$ cat src/logic/canes_pkg.sv
// Shared constants for the CAN error-state and FIFO-pending status block.
package canes_pkg;
  // Register word offsets on the AXI4-Lite port.
  localparam int REG_AW = 5;
  localparam logic [REG_AW-1:0] OFF_ERR_COUNTS = 5'h00;
  localparam logic [REG_AW-1:0] OFF_FIFO_PEND = 5'h04;
  localparam logic [REG_AW-1:0] OFF_INT_STAT = 5'h08;
  localparam logic [REG_AW-1:0] OFF_INT_MASK = 5'h0C;
  // Error-count register field positions.
  localparam int BUS_OFF_BIT = 21;
  localparam int TX_PASS_BIT = 20;
  localparam int RX_PASS_BIT = 19;
  localparam int TX_WARN_BIT = 18;
  localparam int RX_WARN_BIT = 17;
  localparam int ANY_WARN_BIT = 16;
  localparam int TX_CNT_LSB = 8;
  localparam int RX_CNT_LSB = 0;
  // Counter widths; the transmit side needs a ninth bit to reach bus-off.
  localparam int TX_CNT_W = 9;
  localparam int RX_CNT_W = 8;
  // Fault-confinement thresholds and counter steps.
  localparam logic [TX_CNT_W-1:0] BUS_OFF_LIMIT = 9'h100;
  localparam logic [TX_CNT_W-1:0] PASSIVE_LIMIT = 9'h080;
  localparam logic [TX_CNT_W-1:0] WARN_LIMIT = 9'h060;
  localparam logic [RX_CNT_W-1:0] RX_CAP = 8'hFF;
  localparam logic [RX_CNT_W-1:0] RX_REENTRY = 8'h78;
  localparam logic [RX_CNT_W-1:0] RX_HIGH_MARK = 8'h7F;
  localparam int SMALL_STEP = 1;
  localparam int BIG_STEP = 8;
  // Interrupt status bit positions; the mask register shares the layout.
  localparam int INT_W = 5;
  localparam int INT_WARN = 0;
  localparam int INT_RX_PASS = 1;
  localparam int INT_TX_PASS = 2;
  localparam int INT_BUS_OFF = 3;
  localparam int INT_FIFO = 4;
  localparam logic [INT_W-1:0] INT_RESET = 5'h00;
  // AXI response codes.
  localparam logic [1:0] RESP_OKAY = 2'h0;
  localparam logic [1:0] RESP_SLVERR = 2'h2;
endpackage : canes_pkg

$ cat src/logic/canes_err_ctr.sv
// Saturating fault-confinement error counter, used for both directions.
`timescale 1ns/1ps
module canes_err_ctr #(
  parameter int W = 8,
  parameter int SMALL = 1,
  parameter int BIG = 8,
  parameter logic [W-1:0] CAP = '1,
  parameter logic [W-1:0] HIGH_MARK = '1,
  parameter logic [W-1:0] REENTRY = '0
) (
  input wire logic aclk,
  input wire logic aresetn,
  input wire logic inc_small,
  input wire logic inc_big,
  input wire logic dec,
  input wire logic clr,
  output logic [W-1:0] count
);
  logic [W-1:0] count_r;
  logic [W-1:0] count_nxt;
  logic [W:0] sum;

  // Clear beats increment beats decrement; sums saturate at the cap so they never wrap.
  always_comb begin
    sum = '0;
    count_nxt = count_r;
    if (clr) begin
      count_nxt = '0;
    end else if (inc_big || inc_small) begin
      sum = {1'b0, count_r} + (W+1)'(inc_big ? BIG : SMALL);
      count_nxt = (sum > {1'b0, CAP}) ? CAP : sum[W-1:0];
    end else if (dec) begin
      if (count_r > HIGH_MARK) begin
        count_nxt = REENTRY;
      end else if (count_r != '0) begin
        count_nxt = count_r - W'(1);
      end
    end
  end

  // Counter state clears on reset.
  always_ff @(posedge aclk) begin
    if (!aresetn) begin
      count_r <= '0;
    end else begin
      count_r <= count_nxt;
    end
  end

  assign count = count_r;

  property p_clr_zero;
    @(posedge aclk) disable iff (!aresetn) clr |=> (count_r == '0);
  endproperty
  a_clr_zero: assert property (p_clr_zero) else $error("Counter did not clear.");

  property p_small_step;
    @(posedge aclk) disable iff (!aresetn)
      (inc_small && !inc_big && !clr && ({1'b0, count_r} + (W+1)'(SMALL) <= {1'b0, CAP}))
      |=> (count_r == $past(count_r) + W'(SMALL));
  endproperty
  a_small_step: assert property (p_small_step) else $error("Counter step wrong.");
endmodule : canes_err_ctr

$ cat src/logic/canes_fifo_pend.sv
// Per-FIFO pending bits: OR of each FIFO's enabled interrupt sources.
`timescale 1ns/1ps
module canes_fifo_pend #(
  parameter int NUM_FIFO = 16,
  parameter int SRC_PER_FIFO = 4
) (
  input wire logic aclk,
  input wire logic aresetn,
  input wire logic [NUM_FIFO*SRC_PER_FIFO-1:0] fifo_src,
  input wire logic [NUM_FIFO*SRC_PER_FIFO-1:0] fifo_en,
  output logic [NUM_FIFO-1:0] fifo_pending_bits
);
  logic [NUM_FIFO-1:0] pend_r;
  logic [NUM_FIFO-1:0] pend_nxt;

  // Bit n follows FIFO n only; a disabled source never raises it.
  always_comb begin
    for (int n = 0; n < NUM_FIFO; n++) begin
      pend_nxt[n] = |(fifo_src[n*SRC_PER_FIFO +: SRC_PER_FIFO]
                    & fifo_en[n*SRC_PER_FIFO +: SRC_PER_FIFO]);
    end
  end

  // Registered so the bus read path sees a stable value.
  always_ff @(posedge aclk) begin
    if (!aresetn) begin
      pend_r <= '0;
    end else begin
      pend_r <= pend_nxt;
    end
  end

  assign fifo_pending_bits = pend_r;

  for (genvar g = 0; g < NUM_FIFO; g++) begin : g_chk
    property p_pend_follow;
      @(posedge aclk) disable iff (!aresetn)
        $past(aresetn) |-> (pend_r[g] == $past(|(fifo_src[g*SRC_PER_FIFO +: SRC_PER_FIFO]
          & fifo_en[g*SRC_PER_FIFO +: SRC_PER_FIFO])));
    endproperty
    a_pend_follow: assert property (p_pend_follow) else $error("Pending bit wrong.");
  end
endmodule : canes_fifo_pend

$ cat src/logic/canes_status_top.sv
// CAN error-state and FIFO-pending status block with an AXI4-Lite register port.
`timescale 1ns/1ps
module canes_status_top
  import canes_pkg::*;
#(
  parameter int NUM_FIFO = 16,
  parameter int SRC_PER_FIFO = 4
) (
  input wire logic aclk,
  input wire logic aresetn,
  input wire logic [canes_pkg::REG_AW-1:0] s_axi_awaddr,
  input wire logic s_axi_awvalid,
  output logic s_axi_awready,
  input wire logic [31:0] s_axi_wdata,
  input wire logic [3:0] s_axi_wstrb,
  input wire logic s_axi_wvalid,
  output logic s_axi_wready,
  output logic [1:0] s_axi_bresp,
  output logic s_axi_bvalid,
  input wire logic s_axi_bready,
  input wire logic [canes_pkg::REG_AW-1:0] s_axi_araddr,
  input wire logic s_axi_arvalid,
  output logic s_axi_arready,
  output logic [31:0] s_axi_rdata,
  output logic [1:0] s_axi_rresp,
  output logic s_axi_rvalid,
  input wire logic s_axi_rready,
  input wire logic rx_err_evt,
  input wire logic rx_err_big_evt,
  input wire logic rx_ok_evt,
  input wire logic tx_err_evt,
  input wire logic tx_ok_evt,
  input wire logic bus_off_recover_evt,
  input wire logic [NUM_FIFO*SRC_PER_FIFO-1:0] fifo_src,
  input wire logic [NUM_FIFO*SRC_PER_FIFO-1:0] fifo_en,
  output logic irq
);
  import canes_pkg::*;

  logic [TX_CNT_W-1:0] tx_cnt;
  logic [RX_CNT_W-1:0] rx_cnt;
  logic [NUM_FIFO-1:0] pend;
  logic bus_off_flag;
  logic tx_passive_flag;
  logic rx_passive_flag;
  logic tx_warning_flag;
  logic rx_warning_flag;
  logic any_warning_flag;
  logic [31:0] err_word;
  logic [31:0] fifo_word;

  // Transmit counter: a ninth bit lets it reach the bus-off count; it holds there.
  canes_err_ctr #(
    .W(TX_CNT_W), .SMALL(SMALL_STEP), .BIG(BIG_STEP), .CAP(BUS_OFF_LIMIT),
    .HIGH_MARK(BUS_OFF_LIMIT), .REENTRY(BUS_OFF_LIMIT)
  ) u_tx_ctr (
    .aclk(aclk),
    .aresetn(aresetn),
    .inc_small(1'b0),
    .inc_big(tx_err_evt),
    .dec(tx_ok_evt && !bus_off_flag),
    .clr(bus_off_recover_evt),
    .count(tx_cnt)
  );

  // Receive counter: a good frame above the passive line drops it back into range.
  canes_err_ctr #(
    .W(RX_CNT_W), .SMALL(SMALL_STEP), .BIG(BIG_STEP), .CAP(RX_CAP),
    .HIGH_MARK(RX_HIGH_MARK), .REENTRY(RX_REENTRY)
  ) u_rx_ctr (
    .aclk(aclk),
    .aresetn(aresetn),
    .inc_small(rx_err_evt),
    .inc_big(rx_err_big_evt),
    .dec(rx_ok_evt),
    .clr(bus_off_recover_evt),
    .count(rx_cnt)
  );

  canes_fifo_pend #(
    .NUM_FIFO(NUM_FIFO), .SRC_PER_FIFO(SRC_PER_FIFO)
  ) u_pend (
    .aclk(aclk),
    .aresetn(aresetn),
    .fifo_src(fifo_src),
    .fifo_en(fifo_en),
    .fifo_pending_bits(pend)
  );

  // Error-state flags decode straight from the counter registers.
  assign bus_off_flag = (tx_cnt >= BUS_OFF_LIMIT);
  assign tx_passive_flag = (tx_cnt >= PASSIVE_LIMIT);
  assign rx_passive_flag = ({1'b0, rx_cnt} >= PASSIVE_LIMIT);
  assign tx_warning_flag = (tx_cnt >= WARN_LIMIT) && (tx_cnt < PASSIVE_LIMIT);
  assign rx_warning_flag = ({1'b0, rx_cnt} >= WARN_LIMIT)
                           && ({1'b0, rx_cnt} < PASSIVE_LIMIT);
  assign any_warning_flag = tx_warning_flag || rx_warning_flag;

  // Read images; every unlisted bit stays zero.
  always_comb begin
    err_word = 32'h0000_0000;
    err_word[BUS_OFF_BIT] = bus_off_flag;
    err_word[TX_PASS_BIT] = tx_passive_flag;
    err_word[RX_PASS_BIT] = rx_passive_flag;
    err_word[TX_WARN_BIT] = tx_warning_flag;
    err_word[RX_WARN_BIT] = rx_warning_flag;
    err_word[ANY_WARN_BIT] = any_warning_flag;
    err_word[TX_CNT_LSB +: 8] = tx_cnt[7:0];
    err_word[RX_CNT_LSB +: 8] = rx_cnt;
    fifo_word = 32'h0000_0000;
    fifo_word[NUM_FIFO-1:0] = pend;
  end

  logic aw_hold_r;
  logic aw_hold_nxt;
  logic [REG_AW-1:0] aw_addr_r;
  logic [REG_AW-1:0] aw_addr_nxt;
  logic w_hold_r;
  logic w_hold_nxt;
  logic [31:0] wdata_r;
  logic [31:0] wdata_nxt;
  logic wstrb0_r;
  logic wstrb0_nxt;
  logic bvalid_r;
  logic bvalid_nxt;
  logic [1:0] bresp_r;
  logic [1:0] bresp_nxt;
  logic rvalid_r;
  logic rvalid_nxt;
  logic [1:0] rresp_r;
  logic [1:0] rresp_nxt;
  logic [31:0] rdata_r;
  logic [31:0] rdata_nxt;
  logic [INT_W-1:0] stat_r;
  logic [INT_W-1:0] stat_nxt;
  logic [INT_W-1:0] mask_r;
  logic [INT_W-1:0] mask_nxt;
  logic [INT_W-1:0] ev_prev_r;
  logic [INT_W-1:0] ev_now;
  logic aw_take;
  logic w_take;
  logic ar_take;
  logic do_write;
  logic [REG_AW-1:0] wa;
  logic [31:0] wd;
  logic ws0;

  // Address and data are accepted in either order and parked until both are in.
  assign s_axi_awready = !aw_hold_r && !bvalid_r;
  assign s_axi_wready = !w_hold_r && !bvalid_r;
  assign s_axi_arready = !rvalid_r;
  assign aw_take = s_axi_awvalid && s_axi_awready;
  assign w_take = s_axi_wvalid && s_axi_wready;
  assign ar_take = s_axi_arvalid && s_axi_arready;
  assign do_write = (aw_hold_r || aw_take) && (w_hold_r || w_take);
  assign wa = aw_hold_r ? aw_addr_r : s_axi_awaddr;
  assign wd = w_hold_r ? wdata_r : s_axi_wdata;
  assign ws0 = w_hold_r ? wstrb0_r : s_axi_wstrb[0];

  // Events are entries into a state, so a level that stays set raises one interrupt.
  assign ev_now = {(|pend), bus_off_flag, tx_passive_flag, rx_passive_flag, any_warning_flag};

  // Write channel, interrupt status and mask. A new event wins over a clearing write.
  always_comb begin
    aw_hold_nxt = aw_hold_r;
    aw_addr_nxt = aw_addr_r;
    w_hold_nxt = w_hold_r;
    wdata_nxt = wdata_r;
    wstrb0_nxt = wstrb0_r;
    bvalid_nxt = bvalid_r;
    bresp_nxt = bresp_r;
    mask_nxt = mask_r;
    stat_nxt = stat_r;
    if (aw_take) begin
      aw_hold_nxt = 1'b1;
      aw_addr_nxt = s_axi_awaddr;
    end
    if (w_take) begin
      w_hold_nxt = 1'b1;
      wdata_nxt = s_axi_wdata;
      wstrb0_nxt = s_axi_wstrb[0];
    end
    if (bvalid_r && s_axi_bready) begin
      bvalid_nxt = 1'b0;
    end
    if (do_write) begin
      aw_hold_nxt = 1'b0;
      w_hold_nxt = 1'b0;
      bvalid_nxt = 1'b1;
      bresp_nxt = RESP_OKAY;
      if (wa == OFF_INT_STAT && ws0) begin
        stat_nxt = stat_r & ~wd[INT_W-1:0];
      end else if (wa == OFF_INT_MASK && ws0) begin
        mask_nxt = wd[INT_W-1:0];
      end else if (wa != OFF_ERR_COUNTS && wa != OFF_FIFO_PEND
                   && wa != OFF_INT_STAT && wa != OFF_INT_MASK) begin
        bresp_nxt = RESP_SLVERR;
      end
    end
    stat_nxt = stat_nxt | (ev_now & ~ev_prev_r);
  end

  // Read channel: data is captured at the address handshake.
  always_comb begin
    rvalid_nxt = rvalid_r;
    rdata_nxt = rdata_r;
    rresp_nxt = rresp_r;
    if (rvalid_r && s_axi_rready) begin
      rvalid_nxt = 1'b0;
    end
    if (ar_take) begin
      rvalid_nxt = 1'b1;
      rresp_nxt = RESP_OKAY;
      case (s_axi_araddr)
        OFF_ERR_COUNTS: rdata_nxt = err_word;
        OFF_FIFO_PEND: rdata_nxt = fifo_word;
        OFF_INT_STAT: rdata_nxt = {{(32-INT_W){1'b0}}, stat_r};
        OFF_INT_MASK: rdata_nxt = {{(32-INT_W){1'b0}}, mask_r};
        default: begin
          rdata_nxt = 32'h0000_0000;
          rresp_nxt = RESP_SLVERR;
        end
      endcase
    end
  end

  // Register stage for the bus and interrupt state.
  always_ff @(posedge aclk) begin
    if (!aresetn) begin
      aw_hold_r <= 1'b0;
      aw_addr_r <= '0;
      w_hold_r <= 1'b0;
      wdata_r <= 32'h0000_0000;
      wstrb0_r <= 1'b0;
      bvalid_r <= 1'b0;
      bresp_r <= RESP_OKAY;
      rvalid_r <= 1'b0;
      rresp_r <= RESP_OKAY;
      rdata_r <= 32'h0000_0000;
      stat_r <= INT_RESET;
      mask_r <= INT_RESET;
      ev_prev_r <= INT_RESET;
    end else begin
      aw_hold_r <= aw_hold_nxt;
      aw_addr_r <= aw_addr_nxt;
      w_hold_r <= w_hold_nxt;
      wdata_r <= wdata_nxt;
      wstrb0_r <= wstrb0_nxt;
      bvalid_r <= bvalid_nxt;
      bresp_r <= bresp_nxt;
      rvalid_r <= rvalid_nxt;
      rresp_r <= rresp_nxt;
      rdata_r <= rdata_nxt;
      stat_r <= stat_nxt;
      mask_r <= mask_nxt;
      ev_prev_r <= ev_now;
    end
  end

  assign s_axi_bvalid = bvalid_r;
  assign s_axi_bresp = bresp_r;
  assign s_axi_rvalid = rvalid_r;
  assign s_axi_rresp = rresp_r;
  assign s_axi_rdata = rdata_r;
  assign irq = |(stat_r & mask_r);

  property p_bus_off;
    @(posedge aclk) disable iff (!aresetn) tx_cnt[8] |-> err_word[BUS_OFF_BIT] && err_word[20];
  endproperty
  a_bus_off: assert property (p_bus_off) else $error("Bus-off not shown.");

  property p_tx_pass;
    @(posedge aclk) disable iff (!aresetn) err_word[20] == (tx_cnt[8] || tx_cnt[7]);
  endproperty
  a_tx_pass: assert property (p_tx_pass) else $error("Tx passive wrong.");

  property p_rx_pass;
    @(posedge aclk) disable iff (!aresetn) err_word[19] == rx_cnt[7];
  endproperty
  a_rx_pass: assert property (p_rx_pass) else $error("Rx passive wrong.");

  property p_tx_warn;
    @(posedge aclk) disable iff (!aresetn)
      err_word[18] == (tx_cnt[8:5] == 4'h3);
  endproperty
  a_tx_warn: assert property (p_tx_warn) else $error("Tx warning wrong.");

  property p_rx_warn;
    @(posedge aclk) disable iff (!aresetn) err_word[17] == (rx_cnt[7:5] == 3'h3);
  endproperty
  a_rx_warn: assert property (p_rx_warn) else $error("Rx warning wrong.");

  property p_any_warn;
    @(posedge aclk) disable iff (!aresetn) err_word[16] == (err_word[17] || err_word[18]);
  endproperty
  a_any_warn: assert property (p_any_warn) else $error("Combined warning wrong.");

  property p_tx_field;
    @(posedge aclk) disable iff (!aresetn)
      (ar_take && s_axi_araddr == OFF_ERR_COUNTS) |=> s_axi_rvalid
        && (s_axi_rdata[15:8] == $past(tx_cnt[7:0]));
  endproperty
  a_tx_field: assert property (p_tx_field) else $error("Tx count field wrong.");

  property p_rx_field;
    @(posedge aclk) disable iff (!aresetn)
      (ar_take && s_axi_araddr == OFF_ERR_COUNTS) |=> (s_axi_rdata[7:0] == $past(rx_cnt));
  endproperty
  a_rx_field: assert property (p_rx_field) else $error("Rx count field wrong.");

  property p_reserved;
    @(posedge aclk) disable iff (!aresetn)
      (ar_take && (s_axi_araddr == OFF_ERR_COUNTS || s_axi_araddr == OFF_FIFO_PEND))
      |=> (s_axi_rdata[31:22] == 10'h000)
        && ($past(s_axi_araddr) != OFF_FIFO_PEND || s_axi_rdata[31:16] == 16'h0000);
  endproperty
  a_reserved: assert property (p_reserved) else $error("Reserved bits not zero.");

  property p_pend_read;
    @(posedge aclk) disable iff (!aresetn)
      (ar_take && s_axi_araddr == OFF_FIFO_PEND) |=> (s_axi_rdata[15:0] == $past(pend));
  endproperty
  a_pend_read: assert property (p_pend_read) else $error("Pending read wrong.");
endmodule : canes_status_top
$ cat config.mk
export PLATFORM = sky130hd
export DESIGN_NAME = canes_status_top
export DESIGN_NICKNAME = d
export VERILOG_FILES = /design/src/logic/canes_pkg.sv /design/src/logic/canes_err_ctr.sv /design/src/logic/canes_fifo_pend.sv /design/src/logic/canes_status_top.sv
export SDC_FILE = /design/constraint.sdc
export NUM_CORES = 1
export LEC_CHECK = 0
export ABC_CLOCK_PERIOD_IN_PS = 2800
export BUFFER_PORTS_ARGS = -buffer_cell sky130_fd_sc_hd__buf_4
export CAP_MARGIN = 15
export CORE_MARGIN = 2
export CORE_UTILIZATION = 30
export CTS_CLUSTER_DIAMETER = 80
export CTS_CLUSTER_SIZE = 25
export DETAILED_ROUTE_END_ITERATION = 12
export GPL_TIMING_DRIVEN = 0
export PLACE_DENSITY = 0.66
export SLEW_MARGIN = 10
export SYNTH_ARGS = -nofsm -noshare
export SYNTH_HDL_FRONTEND = slang
export SYNTH_SLANG_ARGS = --single-unit
$ cat constraint.sdc
create_clock -name aclk -period 2.8 [get_ports aclk]
set_clock_uncertainty 0.1 [all_clocks]
set_input_delay 0.42 -clock aclk [delete_from_list [all_inputs] [get_ports aclk]]
set_output_delay 0.42 -clock aclk [all_outputs]
set_load 0.01 [all_outputs]
==> results of run 1 <==
cells by family after synthesis:
family,after synthesis,share of synthesized area
multiplexers,24,0.0543
AND/OR/NAND/NOR,185,0.198
adder cells (fa/ha/maj),9,0.0247
XOR/XNOR,8,0.0154
flip-flops,87,0.382
buffers and inverters,57,0.0604
other,1,0.000822
AO/OA/AOI/OAI,183,0.265
per-stage QoR:
step                instance area (µm²)  hold WS (ps)
floorplan                          4600           302
global placement                   6210           315
detailed placement                 6210           323
CTS                                6470           147
global route                       6470           159
finish                             6470           155
critical path: stages:
cell      delay (ps)
buf_4            160
inv_2            100
ha_1             260
ha_1             260
a31o_2           310
a311oi_1         280
a41o_1           240
o21bai_2         200
a211oi_1          80
nor4_1           300
cell usage after synthesis (8+ instances only):
cell type and n:
nand3_1 9, nand2_1 31, o21ai_1 11, nand2b_1 10
nor3_1 14, nor4_1 8, inv_1 9, a22oi_1 45
mux2i_1 18, a211oi_1 16, nor2_1 78, dfxtp_1 87
a21oi_1 63, buf_4 12, ha_1 9, clkbuf_1 26
o21ai_0 9
state kept, by name, indices dropped and copies added, names as in the netlist:
name                      cells
s_axi_rresp                   1
s_axi_rvalid                  1
u_tx_ctr.count                9
u_rx_ctr.count                8
ev_prev_r                     5
aw_addr_r                     5
aw_hold_r                     1
w_hold_r                      1
s_axi_bvalid                  1
stat_r                        5
wdata_r                       5
s_axi_rdata                  22
u_pend.fifo_pending_bits     16
s_axi_bresp                   1
mask_r                        5
wstrb0_r                      1
power by group:
group / leakage, nW / switching (mW) / total [mW] / internal [mW]
logic: 1.96 / 0.312 / 0.634 / 0.322
registers: 0.712 / 0.0502 / 1.35 / 1.30
clock network: 0.134 / 0.487 / 1.10 / 0.612
total: 2.81 / 0.849 / 3.08 / 2.23
cell type report:
cell class                      count  area share
Buffer                             45      0.0356
Clock buffer                       10      0.0369
Clock inverter                      4     0.00367
Inverter                           11     0.00638
Multi-Input combinational cell    421       0.400
Sequential cell                    87       0.269
Tap cell                          188      0.0364
Timing Repair Buffer              183       0.212
worst max path at each step:
stage                           start                end  slack, ps  depth (start not counted)
detailed placement         tx_err_evt  u_tx_ctr.count[5]       -360                         11
global route               tx_err_evt  u_tx_ctr.count[5]        110                         10
floorplan                  tx_err_evt  u_tx_ctr.count[0]        200                         10
global placement           tx_err_evt  u_tx_ctr.count[5]       -370                         11
finish                     tx_err_evt  u_tx_ctr.count[5]        330                         10
CTS                 u_tx_ctr.count[0]  u_tx_ctr.count[5]        360                          8
metal layers:
layer,vias up,share of wire
met5,-,0
met4,0,0.022
met3,25,0.069
met2,172,0.47
met1,2215,0.44
li1,2434,-
==> flow_summary.yaml, run 1 <==
cts:
  cts_buffers: 9
  cts.sinks: 87
  ctsHtreeMaxLevel: 3
  cts_tree: "done"
  cts_max_path_buffers: 2
  cts_setup_buffers: 0
  cts-root-buf: "clkbuf_16"
  hold_buffers: 0
  cts_resized: 0
  cts.clk_slew.worst_paths_ps: 60
  clock_latency_ps: 340
layout:
  antennaDiodeCount: 0
  n_fill_cell: 1533
  syn_to_final_growth_pct: 41.9
  layout_commonest_cell: "buf_4"
  seqCellArea_um2: 1740
  final_cell_mix: "195 x buf_4, 87 x dfxtp_1, 78 x nor2_1"
  final_cells: 949
  fin_util: 0.430
  multi_input_area_um2: 2580
  drive_gt1_frac: 0.310
  nets: 954
sta:
  setup_ws_ps: 330
  finalMaxSlewViolations: 0
  fin_tns_setup_ps: 0
  max_freq_mhz: 405
  worstMarginPinSlew_ps: 643
  finalCriticalPeriod_ps: 2470
  finalHoldViolations: 0
  rsz0062_at_grt: "false"
  setup-violations-final: 0
  slew_headroom: 0.572
  period_share: 0.882
floorplan:
  io_pins: 229
  coreArea_um2: 15000
  num_rows: 45
  initial_core_util: 0.303
  fp.dieArea_um2: 16200
  die_h_um: 127
  die_width_um: 127
run:
  max_cap_viol_count: 0
worst_hold_path:
  hold_depth: 2
  hold_class: "in -> reg"
  worstHoldStart: "s_axi_rready"
  min_to: "s_axi_rvalid"
synthesis:
  avgSynthCellArea_um2: 8.23
  synthFlopType: "dfxtp_1"
  synth_area_um2: 4560
  yosysTopAreaCell: "dfxtp_1"
  synth-seq-cells: 87
  synth_top_area_frac: 0.382
  synthTopCellsByArea: "dfxtp_1 38%, a22oi_1 7.4%, a21oi_1 6.9%, nor2_1 6.4%, mux2i_1 4.0%"
  synth_async_sr_flop_share: 0
  syn_inst: 554
  synth_edf_count: 0
  ys_seq_area_frac: 0.382
  ys_types: 60
  ys_warn_count: 0
critical_path:
  rrSetupSlack_ps: 330
  cp.required_ps: 2930
  critPathCaptureType: "flop"
  r2r-start: "u_tx_ctr.count[0]"
  ff2ff_path_depth: 8
  worstPathMaxFanout: 11
  cp.arrival_ps: 2600
  regToRegEndpoint: "u_tx_ctr.count[5]"
  worstSetupPathType: "in -> reg"
  cp-start-kind: "input pin"
global_route:
  grtUsageTotal: 0.184
  grt_max_degree: 14
  grt-busiest-layer: "met2"
  grt_pass1_vias: 4703
  met1_usage: 0.242
  grt-ovfl-total: 0
  antenna_found_initial: 0
  grt_use_met3: 0.0419
  grt_first_pass_wirelength_mm: 24.1
  grtUsageMet2: 0.298
detailed_routing:
  drt_first_pass_iters: 5
  first_iter_violations: 337
  wl_per_cell_um: 15.6
  antenna_left: 0
  wl_mm: 14.8
  vias: 4846
  post-route-drc-count: 0
  vias_per_cell: 5.11
power:
  vdd_drop_max_v: 0.000273
  power.density_nw_per_um2: 476
  power_mw: 3.08
  p_leak_nw: 2.81
placed_design:
  dp.cells: 936
  gp_congestion: 0.916
  pre_cts_ws_ps: -359
  port_buffers: 183
  dp_hpwl_mm: 11.6
run_status:
  status: "completed"
No activity file was read; power rests on OpenSTA's default activity.
==> inputs of run 2 (changes only) <==
--- a/config.mk
+++ b/config.mk
@@ -8,14 +8,16 @@
 export ABC_CLOCK_PERIOD_IN_PS = 2800
 export BUFFER_PORTS_ARGS = -buffer_cell sky130_fd_sc_hd__buf_4
 export CAP_MARGIN = 15
+export CORE_ASPECT_RATIO = 0.75
 export CORE_MARGIN = 2
 export CORE_UTILIZATION = 30
 export CTS_CLUSTER_DIAMETER = 80
 export CTS_CLUSTER_SIZE = 25
 export DETAILED_ROUTE_END_ITERATION = 12
 export GPL_TIMING_DRIVEN = 0
-export PLACE_DENSITY = 0.66
+export PLACE_DENSITY = 0.65
 export SLEW_MARGIN = 10
 export SYNTH_ARGS = -nofsm -noshare
 export SYNTH_HDL_FRONTEND = slang
+export SYNTH_HIERARCHICAL = 1
 export SYNTH_SLANG_ARGS = --single-unit
==> run 2 against run 1 <==
Net effect:
- core utilization about the same
- non-clock buffer count decreased by 4
- maximum frequency decreased by 6.5%
- critical path depth decreased by 4
- hold slack improved by 60 ps
- critical path type is now reg -> reg
==> flow_summary.yaml, run 2 <==
layout:
  drive_gt1_frac: 0.363
  syn_to_final_growth_pct: 39.7
  layout_commonest_cell: "buf_4"
  largest_register_ffs: 22
  final_cell_mix: "199 x buf_4, 87 x dfxtp_1, 48 x nand2_1"
  final_area_um2: 6920
  nets: 958
  antennaDiodeCount: 0
synthesis:
  synthFlopType: "dfxtp_1"
  syn_inst: 553
  ys_seq_area_frac: 0.352
  ys_types: 71
  avgSynthCellArea_um2: 8.96
  synth_edf_count: 0
  synth_common_cells: "87 x dfxtp_1, 48 x nand2_1, 41 x nor2_1"
  synth_async_sr_flop_share: 0
  synth_top_area_frac: 0.352
  yosysTopAreaCell: "dfxtp_1"
  synthTopCellsByArea: "dfxtp_1 35%, mux2i_1 6.1%, a22oi_1 5.8%, a21boi_2 3.6%, nand2_1 3.6%"
  yosysMostFrequentCell: "dfxtp_1"
  ys_warn_count: 6
  synth_area_um2: 4950
  synth-seq-cells: 87
floorplan:
  coreArea_um2: 16100
  die_h_um: 115
  initial_core_util: 0.308
  die_width_um: 152
  num_rows: 40
  fp.dieArea_um2: 17600
  io_pins: 229
power:
  vdd_drop_max_v: 0.000211
  power.density_nw_per_um2: 465
  p_leak_nw: 3.03
sta:
  fin_hold_ws_ps: 215
  fin_tns_setup_ps: 0
  max_freq_mhz: 379
  rsz0062_at_grt: "false"
  finalCriticalPeriod_ps: 2640
  finalMaxSlewViolations: 0
  slew_headroom: 0.404
  finalHoldViolations: 0
  worstMarginPinSlew_ps: 891
  setup_ws_ps: 159
  setup-violations-final: 0
  period_share: 0.943
detailed_routing:
  vias: 4937
  antenna_left: 0
  wl_per_cell_um: 17.6
  vias_per_cell: 5.06
  post-route-drc-count: 0
  wl_mm: 17.1
  first_iter_violations: 315
  drt_first_pass_iters: 5
global_route:
  antenna_found_initial: 0
  grtUsageTotal: 0.191
  grt-ovfl-total: 0
  grt_max_degree: 16
  grt_first_pass_wirelength_mm: 25.9
  grt_pass1_vias: 4693
critical_path:
  critPathCaptureType: "flop"
  crit_buf_inv: 0
  cp.required_ps: 2950
  worstSetupPathType: "reg -> reg"
  cp.arrival_ps: 2790
  slowest_delay_ps: 630
  path_delay_family: "compound AO/OA/AOI/OAI gates"
  slowest_stage: "a31oi_1"
  cp-start-kind: "flop"
  worstPathCellList: "ha_1, a41o_1, a31oi_1, nand2b_1, nand2b_1, a311oi_1"
  crit_top_cell: "nand2b_1"
  worstPathMaxFanout: 7
placed_design:
  port_buffers: 184
  pre_cts_ws_ps: 86.4
  place_area_um2: 6650
  dp_hpwl_mm: 14.0
  gp_congestion: 0.915
cts:
  cts-root-buf: "clkbuf_16"
  cts_max_path_buffers: 2
  clock_latency_ps: 350
  cts_buffers: 9
  cts_tree: "done"
  cts.sinks: 87
  cts.clk_slew.worst_paths_ps: 60
  cts_resized: 0
  ctsHtreeMaxLevel: 3
  hold_buffers: 0
  cts_setup_buffers: 0
run_status:
  status: "completed"
worst_hold_path:
  hold_class: "in -> reg"
run:
  max_cap_viol_count: 0
==> run 2: cell count changes in the layout (fill, tap and decap cells not counted), moves of 8 or more <==
cell      before  now
inv_1          9   25
nor2_1        78   41
clkbuf_1      25   11
a21boi_2       0   16
o21ai_0        9   31
nand2_1       31   48
a211oi_1      16    4
mux2i_1       18   30
a21oi_1       63   17
o22ai_1        1    9
==> run 2: layer usage <==
metal	up-vias	routed length, µm	track usage
li1	2422	-	-
met1	2256	7610	0.258
met2	237	7740	0.306
met3	22	1480	0.0509
met5	-	0	0
met4	0	314	0.0517
==> run 2: power breakdown <==
group	internal, mW	total, mW	switching (mW)
Sequential	1.30	1.36	0.0607
Combinational	0.377	0.724	0.347
Clock	0.604	1.14	0.533
==> run 2: metrics by stage <==
step	power, mW	cells	utilization
after floorplan	1.78	566	-
after CTS	3.24	976	0.431
after global routing	3.36	976	0.431
after detailed placement	2.10	960	0.414
after global placement	2.10	960	0.414
final	3.22	976	0.431
==> run 2: worst paths after layout <==
check / startpoint / endpoint / slack (ps) / cells after the start
max reg2reg: u_tx_ctr/count[3] / u_tx_ctr/count[5] / 160 / 6
max: u_tx_ctr/count[3] / u_tx_ctr/count[5] / 160 / 6
min: s_axi_wdata[1] / wdata_r[1] / 210 / 3
min reg2reg: s_axi_rdata[3] / s_axi_rdata[3] / 360 / 2
==> run 2: worst reg2reg max path, cell delays in order (launching register included) <==
cell	delay, ps
dfxtp_1	490
ha_1	350
a41o_1	290
a31oi_1	630
nand2b_1	220
nand2b_1	200
a311oi_1	260
==> run 2: cells by family (layout without fill, tap and decap cells) <==
| family | after synthesis | after routing | synth area share |
|---|---|---|---|
| xor+xnor | 12 | 12 | 0.0212 |
| flops | 87 | 87 | 0.352 |
| simple gates | 179 | 179 | 0.189 |
| other cells | 1 | 14 | 0.000757 |
| mux | 41 | 41 | 0.0970 |
| compound gates | 158 | 158 | 0.243 |
| buf+inv | 65 | 265 | 0.0725 |
| fa+ha+maj | 10 | 10 | 0.0253 |
==> run 2: area by class of cell <==
class	count	area, µm²
clock inverters	7	48.8
multi-input cells	414	2900
well taps	210	263
clock buffers	9	225
fillers	1618	9150
inverters	25	93.8
repair buffers	184	1380
flip-flops and latches	87	1740
plain buffers	40	265
==> inputs of run 3 (changes only) <==
--- a/config.mk
+++ b/config.mk
@@ -11,6 +11,7 @@
 export CORE_ASPECT_RATIO = 0.75
 export CORE_MARGIN = 2
 export CORE_UTILIZATION = 30
+export CTS_BUF_LIST = sky130_fd_sc_hd__clkbuf_4 sky130_fd_sc_hd__clkbuf_8
 export CTS_CLUSTER_DIAMETER = 80
 export CTS_CLUSTER_SIZE = 25
 export DETAILED_ROUTE_END_ITERATION = 12
==> run 3 against run 2 <==
Net effect:
- core utilization down 0.63 points
- sequential share of layout area rose by 0.37 points
- global-route usage about the same
- count of clock-buffer cells in the layout unchanged
- register-to-register slack hardly changed
- via count decreased by 0.16%
- hold slack worse by 22 ps
- combinational power barely moved
- clock power shrank 29%
- total power down 10%
- critical path type unchanged
- largest cell class unchanged
==> flow_summary.yaml, run 3 (same netlist as run 2, synthesis figures left out) <==
run_status:
  status: "completed"
layout:
  multi_input_area_um2: 2900
  syn_to_final_growth_pct: 37.7
  final_cells: 976
  fin_util: 0.424
  drive_gt1_frac: 0.363
  final_area_um2: 6820
  n_fill_cell: 1637
  largest_register_ffs: 22
  layout_commonest_cell: "buf_4"
  antennaDiodeCount: 0
  final_cell_mix: "199 x buf_4, 87 x dfxtp_1, 48 x nand2_1"
  nets: 958
  seqCellArea_um2: 1740
worst_hold_path:
  hold_class: "in -> reg"
placed_design:
  port_buffers: 184
  gp_congestion: 0.915
  dp_hpwl_mm: 14.0
  pre_cts_ws_ps: 86.4
  dp.cells: 960
  place_area_um2: 6650
run:
  max_cap_viol_count: 0
critical_path:
  cp-start-kind: "flop"
  cp.required_ps: 2980
  cp.arrival_ps: 2820
  worstSetupPathType: "reg -> reg"
  worstPathMaxFanout: 7
  critPathCaptureType: "flop"
cts:
  hold_buffers: 0
  clock_latency_ps: 370
  cts-root-buf: "clkbuf_8"
  cts_buffers: 9
  ctsHtreeMaxLevel: 3
  cts_setup_buffers: 0
  cts_max_path_buffers: 2
  cts.sinks: 87
  cts_tree: "done"
  cts_resized: 0
  cts.clk_slew.worst_paths_ps: 90
sta:
  setup-violations-final: 0
  fin_tns_setup_ps: 0
  rsz0062_at_grt: "false"
  period_share: 0.945
  worstMarginPinSlew_ps: 821
  finalCriticalPeriod_ps: 2640
  max_freq_mhz: 378
  finalHoldViolations: 0
  finalMaxSlewViolations: 0
  setup_ws_ps: 155
  slew_headroom: 0.451
floorplan:
  fp.dieArea_um2: 17600
  initial_core_util: 0.308
  io_pins: 229
  die_width_um: 152
  num_rows: 40
  coreArea_um2: 16100
  die_h_um: 115
power:
  power.density_nw_per_um2: 424
  vdd_drop_max_v: 0.000201
  p_leak_nw: 2.98
global_route:
  grt-ovfl-total: 0
  grtUsageMet2: 0.304
  grt_pass1_vias: 4702
  grt_max_degree: 16
  antenna_found_initial: 0
  grt_use_met3: 0.0543
  grt-busiest-layer: "met2"
  grtUsageTotal: 0.191
  grt_first_pass_wirelength_mm: 25.9
  met1_usage: 0.258
detailed_routing:
  post-route-drc-count: 0
  wl_per_cell_um: 17.5
  vias: 4929
  first_iter_violations: 322
  wl_mm: 17.0
  drt_first_pass_iters: 5
  antenna_left: 0
  vias_per_cell: 5.05
run 3: cell counts in the layout (fill, tap and decap cells not counted):
No cell type changed its count.
run 3: metrics by stage:
stage	hold WS, ps	total power [mW]
CTS	177	2.92
global route	193	3.04
global placement	342	2.10
floorplan	344	1.78
detailed placement	345	2.10
finish	193	2.89
run 3: layout make-up:
type	instances	area share
clock inverters	7	0.00716
plain buffers	40	0.0389
repair buffers	184	0.203
clock buffers	9	0.0182
inverters	25	0.0138
flip-flops and latches	87	0.255
multi-input cells	414	0.426
well taps	210	0.0385
run 3: routing by layer:
layer,share of wire,routed length [µm]
met5,0,0
met4,0.020,342
met3,0.078,1320
met2,0.45,7700
met1,0.45,7680
run 3: report_power, final:
part           leakage, nW  internal (mW)  switching (mW)
registers            0.712           1.30          0.0608
clock network       0.0946          0.325           0.481
logic                 2.18          0.377           0.347
total                 2.98           2.00           0.888
run 3: final timing paths:
path / startpoint / to / slack (ps) / cells after the start
hold reg to reg: s_axi_rdata[6] / s_axi_rdata[6] / 360 / 2
setup / recovery: u_tx_ctr/count[3] / u_tx_ctr/count[5] / 160 / 6
hold / removal: s_axi_awaddr[1] / aw_addr_r[1] / 190 / 3
setup reg to reg: u_tx_ctr/count[3] / u_tx_ctr/count[5] / 160 / 6
run 3: critical path, cell delays in order, from the launching register on:
cell and delay [ps]:
dfxtp_1 510, ha_1 350, a41o_1 300, a31oi_1 630, nand2b_1 210, nand2b_1 200
a311oi_1 260
